`src/serial_port_regs.svh`:
```
// Timing counts, sample positions and frame lengths of the serial port.
// How it works
// Characters are 8 or 9 bits by nine_bit_select; ninth bit handled both ways.
// Host sets port_enable, then tx_enable, then writes data_buffer per character.
// Every transmission starts with an idle preamble before buffer data is loaded.
// Frames carry a 0 start bit at the bottom and 1 stop bit on top.
// Loading the shift register sets tx_empty_flag and may raise the transmit interrupt.
// The transmit line rests at logic 1 whenever no character is shifting.
// Clearing port_enable releases both port pins at once.
// While send_break is high, all-zero break characters are sent back to back.
// After send_break clears, the break finishes and at least one 1 follows.
// Start, all-zero data and zero stop bit are taken as a break.
// A break sets framing, full and break flags and clears the received data.
// An idle character is all ones, frame length, no start or stop bit.
// Dropping tx_enable mid-character completes that character, then the line idles.
// Dropping and raising tx_enable during a character queues one idle character.
// Host must raise tx_enable again before the stop bit, or data is lost. The code keeps the unsent byte in tx_hold and sends it after a preamble.
// tx_polarity_invert inverts every transmitted level, idle and break included.
// tx_complete_flag is set when shifter and buffer are empty, may interrupt.
// A completed character moves to data_buffer and sets rx_full_flag.
// The receiver samples the line at sixteen times the baud rate.
// The sample count is realigned at every start bit and 1-to-0 data edge.
// A zero after three ones is a start edge; the sample count restarts.
// Start check uses samples 3, 5, 7; two ones abort, one one is noise.
// Data bits are the majority of samples 8, 9, 10; disagreement is noise.
// Stop majority zero sets framing_error_flag with rx_full_flag; disagreement is noise.
// Data goes least significant bit first, sixteen samples per bit.
`ifndef SERIAL_PORT_REGS_SVH
`define SERIAL_PORT_REGS_SVH
`define SAMPLE_DIV   8'h0D
`define RT_FIRST     4'h0
`define RT_3         4'h2
`define RT_5         4'h4
`define RT_7         4'h6
`define RT_8         4'h7
`define RT_9         4'h8
`define RT_10        4'h9
`define RT_16        4'hF
`define FRAME_LEN_8  4'hA
`define FRAME_LEN_9  4'hB
`define DATA_BITS_8  4'h8
`define DATA_BITS_9  4'h9
`endif

```
`src/serial_port_pkg.sv`:
```
// Types shared by the serial port design.
package serial_port_pkg;
    typedef struct packed {
        logic port_enable;
        logic tx_enable;
        logic nine_bit_select;
        logic send_break;
        logic tx_polarity_invert;
        logic tx_empty_irq_en;
        logic tx_done_irq_en;
        logic rx_full_irq_en;
    } port_cfg_s;
    typedef struct packed {
        logic rx_full_flag;
        logic framing_error_flag;
        logic noise_flag;
        logic break_flag;
        logic overrun_flag;
        logic rx_active_flag;
    } rx_flags_s;
    typedef enum logic [1:0] {TX_OFF = 2'b00, TX_WAIT = 2'b01, TX_SEND = 2'b10} tx_state_e;
    typedef enum logic [2:0] {
        LD_NONE = 3'b000, LD_PRE = 3'b001, LD_BREAK = 3'b010, LD_ONE = 3'b011,
        LD_IDLE = 3'b100, LD_DATA = 3'b101, LD_WAIT = 3'b110, LD_OFF = 3'b111
    } tx_load_e;
    typedef enum logic [1:0] {RX_HUNT = 2'b00, RX_START = 2'b01, RX_DATA = 2'b10} rx_state_e;
endpackage

```
`src/serial_port.sv`:
```
// Asynchronous serial transmitter and receiver with 16x oversampling.
`timescale 1ns/100ps
`default_nettype none
`include "serial_port_regs.svh"
module serial_port
    import serial_port_pkg::*;
(
    // Clock and reset
    input  wire logic      clk,
    input  wire logic      rst_b,
    // Configuration
    input  wire port_cfg_s cfg,
    // Host data path
    input  wire logic      tx_write,
    input  wire logic [7:0] tx_data,
    input  wire logic      tx_ninth_bit,
    input  wire logic      rx_read,
    // Serial pins
    input  wire logic      rx_in,
    output var  logic      tx_out,
    output var  logic      tx_oe,
    // Status and received data
    output var  logic      tx_empty_flag,
    output var  logic      tx_complete_flag,
    output var  rx_flags_s rx_flags,
    output var  logic [7:0] data_buffer,
    output var  logic      rx_ninth_bit,
    output var  logic      tx_irq,
    output var  logic      rx_irq
);

    function automatic logic maj3(input logic [2:0] s);
        maj3 = (s[0] & s[1]) | (s[0] & s[2]) | (s[1] & s[2]);
    endfunction

    function automatic logic split3(input logic [2:0] s);
        split3 = (s != 3'b000) && (s != 3'b111);
    endfunction

    ////////////////////////////////////////////////////////////////////////////
    // Sample clock enable.
    logic [7:0] div_cnt;
    logic       sample_tick;
    logic [3:0] tx_rt;
    logic       bit_tick;

    always_ff @(posedge clk)
    begin
        if (!rst_b || !cfg.port_enable || div_cnt == `SAMPLE_DIV - 8'h01)
            div_cnt <= 8'h00;
        else
            div_cnt <= div_cnt + 8'h01;
    end

    assign sample_tick = cfg.port_enable && (div_cnt == `SAMPLE_DIV - 8'h01);

    always_ff @(posedge clk)
    begin
        if (!rst_b || !cfg.port_enable)
            tx_rt <= `RT_FIRST;
        else if (sample_tick)
            tx_rt <= tx_rt + 4'h1;
    end

    assign bit_tick = sample_tick && (tx_rt == `RT_16);

    ////////////////////////////////////////////////////////////////////////////
    // Transmitter.
    tx_state_e  tx_state;
    tx_load_e   next_load;
    logic [10:0] tx_shift;
    logic [3:0] tx_left;
    logic [3:0] frame_len;
    logic [7:0] tx_hold;
    logic       tx_hold_ninth;
    logic       last_break;
    logic       te_dropped;
    logic       idle_queued;
    logic       tx_point;
    logic       tx_line;

    assign frame_len = cfg.nine_bit_select ? `FRAME_LEN_9 : `FRAME_LEN_8;
    assign tx_point  = bit_tick && (tx_state != TX_SEND || tx_left == 4'h1);
    assign tx_line   = (tx_state == TX_SEND) ? tx_shift[0] : 1'b1;

    // The load decision is taken only on a bit boundary, so that every
    // character starts aligned to the free-running bit timer.
    always_comb
    begin
        next_load = LD_NONE;
        if (tx_point)
        begin
            if (tx_state == TX_OFF)
                next_load = cfg.tx_enable ? LD_PRE : LD_NONE;
            else if (!cfg.tx_enable && !last_break)
                next_load = LD_OFF;
            else if (cfg.send_break && cfg.tx_enable)
                next_load = LD_BREAK;
            else if (last_break)
                next_load = LD_ONE;
            else if (idle_queued)
                next_load = LD_IDLE;
            else if (!tx_empty_flag)
                next_load = LD_DATA;
            else
                next_load = LD_WAIT;
        end
    end

    always_ff @(posedge clk)
    begin
        if (!rst_b || !cfg.port_enable)
        begin
            tx_state <= TX_OFF;
            tx_shift <= 11'h7FF;
            tx_left  <= 4'h0;
            last_break <= 1'b0;
        end
        else
        begin
            unique case (next_load)
                LD_NONE:
                begin
                    if (bit_tick && tx_state == TX_SEND)
                    begin
                        tx_shift <= {1'b1, tx_shift[10:1]};
                        tx_left  <= tx_left - 4'h1;
                    end
                end
                LD_PRE, LD_IDLE:
                begin
                    tx_shift <= 11'h7FF;
                    tx_left  <= frame_len;
                    tx_state <= TX_SEND;
                    last_break <= 1'b0;
                end
                LD_BREAK:
                begin
                    tx_shift <= 11'h000;
                    tx_left  <= frame_len;
                    tx_state <= TX_SEND;
                    last_break <= 1'b1;
                end
                LD_ONE:
                begin
                    tx_shift <= 11'h7FF;
                    tx_left  <= 4'h1;
                    tx_state <= TX_SEND;
                    last_break <= 1'b0;
                end
                LD_DATA:
                begin
                    tx_shift <= cfg.nine_bit_select ? {1'b1, tx_hold_ninth, tx_hold, 1'b0}
                                                    : {2'b11, tx_hold, 1'b0};
                    tx_left  <= frame_len;
                    tx_state <= TX_SEND;
                end
                LD_WAIT: tx_state <= TX_WAIT;
                LD_OFF:  tx_state <= TX_OFF;
            endcase
        end
    end

    always_ff @(posedge clk)
    begin
        if (!rst_b || !cfg.port_enable)
        begin
            te_dropped  <= 1'b0;
            idle_queued <= 1'b0;
        end
        else if (next_load == LD_IDLE || next_load == LD_OFF)
        begin
            te_dropped  <= 1'b0;
            idle_queued <= 1'b0;
        end
        else if (tx_state == TX_SEND)
        begin
            if (!cfg.tx_enable)
                te_dropped <= 1'b1;
            else if (te_dropped)
            begin
                te_dropped  <= 1'b0;
                idle_queued <= 1'b1;
            end
        end
    end

    // A host write in the same cycle as a load is dropped and the flag is
    // set, so the host still sees a free buffer and writes again.
    always_ff @(posedge clk)
    begin
        if (!rst_b)
        begin
            tx_empty_flag <= 1'b1;
            tx_hold       <= 8'h00;
            tx_hold_ninth <= 1'b0;
        end
        else if (next_load == LD_DATA)
            tx_empty_flag <= 1'b1;
        else if (tx_write)
        begin
            tx_empty_flag <= 1'b0;
            tx_hold       <= tx_data;
            tx_hold_ninth <= tx_ninth_bit;
        end
    end

    always_ff @(posedge clk)
    begin
        if (!rst_b)
        begin
            tx_out           <= 1'b1;
            tx_oe            <= 1'b0;
            tx_complete_flag <= 1'b1;
            tx_irq           <= 1'b0;
        end
        else
        begin
            tx_out <= tx_line ^ cfg.tx_polarity_invert;
            tx_oe  <= cfg.port_enable;
            tx_complete_flag <= (tx_state != TX_SEND) && tx_empty_flag && !tx_write;
            tx_irq <= (cfg.tx_empty_irq_en && tx_empty_flag)
                   || (cfg.tx_done_irq_en && tx_complete_flag);
        end
    end

    ////////////////////////////////////////////////////////////////////////////
    // Receiver.
    rx_state_e  rx_state;
    logic [3:0] rx_rt;
    logic [3:0] rt_now;
    logic [2:0] hunt_hist;
    logic [2:0] votes;
    logic [2:0] sample_set;
    logic [3:0] bit_idx;
    logic [3:0] data_bits;
    logic [8:0] rx_shift;
    logic       prev_bit;
    logic       edge_seen;
    logic [3:0] edge_pos;
    logic       rx_done;
    logic       rx_is_break;
    logic       voted;
    logic       bit_decided;
    logic       at_decide;

    assign rt_now     = rx_rt + 4'h1;
    assign sample_set = {votes[1:0], rx_in};
    assign voted      = maj3(sample_set);
    assign data_bits  = cfg.nine_bit_select ? `DATA_BITS_9 : `DATA_BITS_8;
    assign at_decide  = (rt_now == `RT_10) && !bit_decided;
    assign rx_done    = sample_tick && rx_state == RX_DATA && at_decide
                     && bit_idx == data_bits;
    assign rx_is_break = rx_done && !voted && rx_shift == 9'h000;

    always_ff @(posedge clk)
    begin
        if (!rst_b || !cfg.port_enable)
        begin
            rx_state  <= RX_HUNT;
            rx_rt     <= `RT_FIRST;
            hunt_hist <= 3'b000;
            votes     <= 3'b000;
            bit_idx   <= 4'h0;
            rx_shift  <= 9'h000;
            prev_bit  <= 1'b0;
            edge_seen <= 1'b0;
            edge_pos  <= 4'h0;
            bit_decided <= 1'b0;
        end
        else if (sample_tick)
        begin
            unique case (rx_state)
                RX_HUNT:
                begin
                    hunt_hist <= {hunt_hist[1:0], rx_in};
                    if (hunt_hist == 3'b111 && !rx_in)
                    begin
                        rx_state <= RX_START;
                        rx_rt    <= `RT_FIRST;
                        rx_shift <= 9'h000;
                        prev_bit <= 1'b0;
                        bit_decided <= 1'b0;
                    end
                end
                RX_START:
                begin
                    rx_rt <= rt_now;
                    if (rt_now == `RT_3 || rt_now == `RT_5 || rt_now == `RT_7)
                        votes <= sample_set;
                    if (rt_now == `RT_7 && voted)
                    begin
                        rx_state  <= RX_HUNT;
                        hunt_hist <= 3'b000;
                    end
                    else if (rt_now == `RT_16)
                    begin
                        rx_state <= RX_DATA;
                        bit_idx  <= 4'h0;
                    end
                end
                RX_DATA:
                begin
                    rx_rt <= rt_now;
                    if (rt_now == `RT_8 || rt_now == `RT_9)
                        votes <= sample_set;
                    if (prev_bit && !rx_in && !edge_seen && rt_now <= `RT_10)
                    begin
                        edge_seen <= 1'b1;
                        edge_pos  <= rt_now;
                    end
                    if (rt_now == `RT_16)
                        bit_decided <= 1'b0;
                    // A late edge pulls the count back below RT10; the guard
                    // keeps that bit from being decided a second time.
                    if (at_decide)
                    begin
                        bit_decided <= 1'b1;
                        edge_seen <= 1'b0;
                        prev_bit  <= voted;
                        if (prev_bit && !voted && edge_seen)
                            rx_rt <= `RT_10 - edge_pos;
                        if (bit_idx == data_bits)
                        begin
                            rx_state  <= RX_HUNT;
                            hunt_hist <= voted ? 3'b111 : 3'b000;
                        end
                        else
                        begin
                            rx_shift[bit_idx] <= voted;
                            bit_idx <= bit_idx + 4'h1;
                        end
                    end
                end
                default: rx_state <= RX_HUNT;
            endcase
        end
    end

    // Flags keep their set over a same-cycle host read so no event is lost.
    logic noise_hit;
    assign noise_hit = sample_tick && (
        (rx_state == RX_START && rt_now == `RT_7 && split3(sample_set) && !voted)
        || (rx_state == RX_DATA && at_decide && split3(sample_set)));

    always_ff @(posedge clk)
    begin
        if (!rst_b)
        begin
            rx_flags     <= '0;
            data_buffer  <= 8'h00;
            rx_ninth_bit <= 1'b0;
            rx_irq       <= 1'b0;
        end
        else
        begin
            rx_flags.rx_active_flag <= cfg.port_enable && rx_state != RX_HUNT;
            rx_irq <= cfg.rx_full_irq_en && rx_flags.rx_full_flag;
            if (rx_read)
            begin
                rx_flags.rx_full_flag       <= 1'b0;
                rx_flags.framing_error_flag <= 1'b0;
                rx_flags.noise_flag         <= 1'b0;
                rx_flags.break_flag         <= 1'b0;
                rx_flags.overrun_flag       <= 1'b0;
            end
            if (noise_hit)
                rx_flags.noise_flag <= 1'b1;
            if (rx_done)
            begin
                rx_flags.rx_full_flag       <= 1'b1;
                rx_flags.framing_error_flag <= !voted;
                rx_flags.break_flag         <= rx_is_break;
                if (rx_flags.rx_full_flag && !rx_read)
                    rx_flags.overrun_flag <= 1'b1;
                else if (rx_is_break)
                begin
                    data_buffer  <= 8'h00;
                    rx_ninth_bit <= 1'b0;
                end
                else
                begin
                    data_buffer  <= rx_shift[7:0];
                    rx_ninth_bit <= cfg.nine_bit_select ? rx_shift[8] : rx_shift[7];
                end
            end
        end
    end
endmodule // serial_port
`default_nettype wire

```
`config.mk`:
```
export PLATFORM = sky130hd
export DESIGN_NAME = serial_port
export DESIGN_NICKNAME = d
export VERILOG_FILES = /design/src/serial_port_pkg.sv /design/src/serial_port.sv
export VERILOG_INCLUDE_DIRS = /design/src /design/src/src
export SDC_FILE = /design/constraint.sdc
export NUM_CORES = 1
export LEC_CHECK = 0
export ABC_AREA = 1
export BUFFER_PORTS_ARGS = -buffer_cell sky130_fd_sc_hd__buf_2
export CORE_MARGIN = 3
export CORE_UTILIZATION = 35
export CTS_CLUSTER_DIAMETER = 60
export DETAILED_ROUTE_END_ITERATION = 8
export PLACE_DENSITY = 0.56
export SKIP_LAST_GASP = 1
export SLEW_MARGIN = 25
export SYNTH_ARGS = -nofsm -noshare
export SYNTH_HDL_FRONTEND = slang
export SYNTH_SLANG_ARGS = --single-unit
```
`constraint.sdc`:
```
create_clock -name clk -period 2.9 [get_ports clk]
set_input_delay 0.29 -clock clk [delete_from_list [all_inputs] [get_ports clk]]
set_output_delay 0.29 -clock clk [all_outputs]
set_load 0.01 [all_outputs]
```
==> parameters.txt <==
Parameter                              Value

Worst setup path
  Critical path, cell by cell ... inv_1 -> ha_1 -> nand2_2 -> nand2_1 -> clkinv_1 -> nand4_1 -> a21oi_1
  Worst Path Class, Setup ... register to register
  Slowest cell delay on critical path ... 730 ps
  Number of logic stages on the critical path including buffering ... 7
  RR Endpoint ... rx_shift[4]
  Gate family responsible for the most delay along the worst path ... adder cells
  Arrival time of the worst setup path ... 2530 ps
  Data required time of the worst path ... 3120 ps
  Critical path capture point type ... register
  Slowest stage cell on the critical path ... sky130_fd_sc_hd__ha_1
  Max Fanout on Critical Path ... 25
  R2R cell count ... 7
  Setup slack of the worst register-to-register path ... 590 ps
  Type of element launching the critical path ... register
  Critical register-to-register path startpoint ... rx_state[0]
  Number of buffer and inverter instances along the worst setup path ... 2

Timing
  Worst-case clock skew ... 5.56 ps
  # setup viols final ... 0
  Sum Neg Setup Slack ... 0 ps
  Achievable Freq ... 432 MHz
  Final cycle utilization of the critical path ... 79.8%
  Unrepaired setup endpoints after global routing ... false
  Max transition margin ... 41.6%
  Actual transition at the worst max-transition pin ... 876 ps
  Final Hold Fails ... 0
  Min cycle time layout ... 2310 ps
  Max-slew violation count ... 0

Clock network
  Clock transition at the registers of the reported paths ... 60 ps
  Clock tree from TritonCTS ... yes
  CTS Sinks ... 93
  CTS H-tree lvls ... 3
  Root cell of the clock tree ... sky130_fd_sc_hd__clkbuf_16
  Number of hold buffers added after cts ... 0
  Maximum buffer depth of the clock tree ... 2
  Post-CTS repair timing setup buffer count ... 0
  Number of buffers created by CTS ... 9
  Clk_lat worst skew ... 350 ps
  Cts repair resizes ... 0

Synth
  Syn_area_per_cell ... 6.83 sq um
  Number of flops mapped to enable cells by yosys ... 0
  Flops & latches, synth ... 93
  Most instantiated flip-flop cell in the synthesis netlist ... sky130_fd_sc_hd__dfxtp_1
  Warnings from Yosys ... 0
  Mapped Cells ... 725
  Share of flip-flops with an asynchronous set or reset ... 0%
  Syn Nets ... 766
  Cell area after synthesis ... 0.00495 sq mm
  Sequential share of the synthesized area ... 37.6%
  Number of unique standard cell types used by synthesis ... 44

Min path
  Hold Crit Start ... cfg[3]
  Worst hold path class ... primary input to register
  Cell count of the worst hold path ... 2
  Min-Delay Endpoint ... tx_out

Floorplanning
  Number of placement rows ... 42
  Height of the chip ... 125 microns
  Horizontal die dimension ... 125 microns
  Starting Density ... 36.5%
  Area of the die ... 0.0156 sq mm
  Core region area ... 0.0136 sq mm
  I/O pin cnt ... 43

Layout
  Top library cells by usage in the layout, fill and taps aside ... sky130_fd_sc_hd__nand2_1 (187), sky130_fd_sc_hd__nor2_1 (97), sky130_fd_sc_hd__dfxtp_1 (93)
  Final Net Count ... 804
  Final cell count without fillers ... 944
  Share of layout cells above drive strength 1 ... 12.9%
  Ant. Diodes ... 0
  Layout overhead on the synthesized area ... 14.9%
  Leading cell type in the layout, fill and taps excluded ... sky130_fd_sc_hd__nand2_1

Detailed routing
  Detailed-route wire length ... 11400 microns
  Number of design-rule violations left by the first detailed-router iteration ... 272
  DRC violation count after routing ... 0
  Post-DR wirelength/cell ... 12.1 microns
  Ratio of routed vias to standard cells ... 4.87
  Drt pass-1 iters ... 4
  Number of routed nets with antenna violations ... 0
  Vias post-DR ... 4597

Global route
  Antenna violations before repair ... 0
  Vias in the first global route ... 4301
  Total gr overflow ... 0
  Largest net degree at the start of global routing ... 38
  Overall global routing resource usage ... 15.2%
  First-pass GRT wire length ... 19900 microns

Pwr
  Leakage power of the design ... 2.30 nW
  Max rail drop VDD ... 0.395 mV
  Total power per unit cell area ... 500 mW/mm^2
  Total power ... 2.85 mW

Placement
  Final HPWL from detailed placement ... 8380 microns
  Placed cell count ... 928
  Input/output buffers ... 42
  Final weighted congestion in routability-driven placement ... 0.906

Flow run
  Number of max-cap violations ... 0

Run status
  Result of the run ... complete, no violations
## report_power, final
group | internal, mW | total [mW] | switching (mW)
clock network | 0.953 | 1.46 | 0.507
registers | 1.29 | 1.30 | 0.00779
logic | 0.0295 | 0.0889 | 0.0594
## worst max-delay path by stage
stage,from,endpoint,slack [ps]
floorplan,rx_rt[0],bit_idx[1],1120
global placement,rx_state[0],rx_shift[8],720
detailed placement,rx_state[0],rx_shift[1],630
CTS,rx_state[0],rx_shift[4],600
global route,rx_state[0],rx_shift[5],340
finish,rx_state[0],rx_shift[4],590
## flip-flops by register name (all words and copies together) (netlist names), 2 cells and up
signal	flops
tx_shift	11
rx_shift	9
data_buffer	8
div_cnt	8
tx_hold	8
rx_flags	6
bit_idx	4
edge_pos	4
rx_rt	4
tx_left	4
tx_rt	4
hunt_hist	3
rx_state	2
tx_state	2
votes	2
## synth_stat cells (2+ instances only)
cell	count	area (sq um)
sky130_fd_sc_hd__a211oi_1	3	22.5
sky130_fd_sc_hd__a21oi_1	60	300
sky130_fd_sc_hd__a31oi_1	3	18.8
sky130_fd_sc_hd__buf_1	3	11.3
sky130_fd_sc_hd__buf_2	4	20.0
sky130_fd_sc_hd__buf_4	2	15.0
sky130_fd_sc_hd__clkbuf_1	8	30.0
sky130_fd_sc_hd__clkinv_1	2	7.51
sky130_fd_sc_hd__dfxtp_1	93	1860
sky130_fd_sc_hd__ha_1	19	238
sky130_fd_sc_hd__inv_1	76	285
sky130_fd_sc_hd__inv_2	3	11.3
sky130_fd_sc_hd__nand2_1	187	702
sky130_fd_sc_hd__nand2_2	10	62.6
sky130_fd_sc_hd__nand2_4	3	33.8
sky130_fd_sc_hd__nand3_1	33	165
sky130_fd_sc_hd__nand3_2	2	20.0
sky130_fd_sc_hd__nand4_1	25	156
sky130_fd_sc_hd__nand4_4	2	42.5
sky130_fd_sc_hd__nor2_1	97	364
sky130_fd_sc_hd__nor2_2	5	31.3
sky130_fd_sc_hd__nor2_4	4	45.0
sky130_fd_sc_hd__nor3_1	5	25.0
sky130_fd_sc_hd__nor3b_1	3	22.5
sky130_fd_sc_hd__nor4_1	3	18.8
sky130_fd_sc_hd__o211ai_1	2	15.0
sky130_fd_sc_hd__o21ai_0	44	220
sky130_fd_sc_hd__o21ai_1	5	25.0
sky130_fd_sc_hd__xnor2_1	4	35.0
## through the flow
stage               util [%]  hold WS, ps  area (sq um)  setup WS [ps]
global route            42.0          150          5690            341
floorplan                  -          403          4950           1120
CTS                     42.0          144          5690            604
finish                  42.0          153          5690            587
detailed placement      39.2          438          5320            625
global placement        39.2          431          5320            716
## cell type report
type / count / area [sq um]
sequential: 93 / 1860
clock inverter: 6 / 134
clock buffer: 10 / 239
timing repair buffer: 45 / 233
inverter: 83 / 318
fill: 1411 / 7870
multi-input combinational: 531 / 2690
tap: 176 / 220
## per-layer routing
metal / global-route usage (%) / wire (microns) / vias up
met3: 4.43 / 509 / 7
met2: 24.8 / 5190 / 80
li1: - / - / 2430
met1: 19.7 / 5600 / 2080
met4: 4.02 / 109 / 0
met5: 0 / 0 / -
## cell families (layout without fill, tap and decap cells)
logic type	count (synthesis)	after routing	share of synthesized area, %
simple gates	384	384	35.3
buf+inv	101	144	8.18
compound gates	123	123	13.2
flops	93	93	37.6
xor+xnor	5	5	0.884
fa+ha+maj	19	19	4.80
No activity file was read; power rests on OpenSTA's default activity.
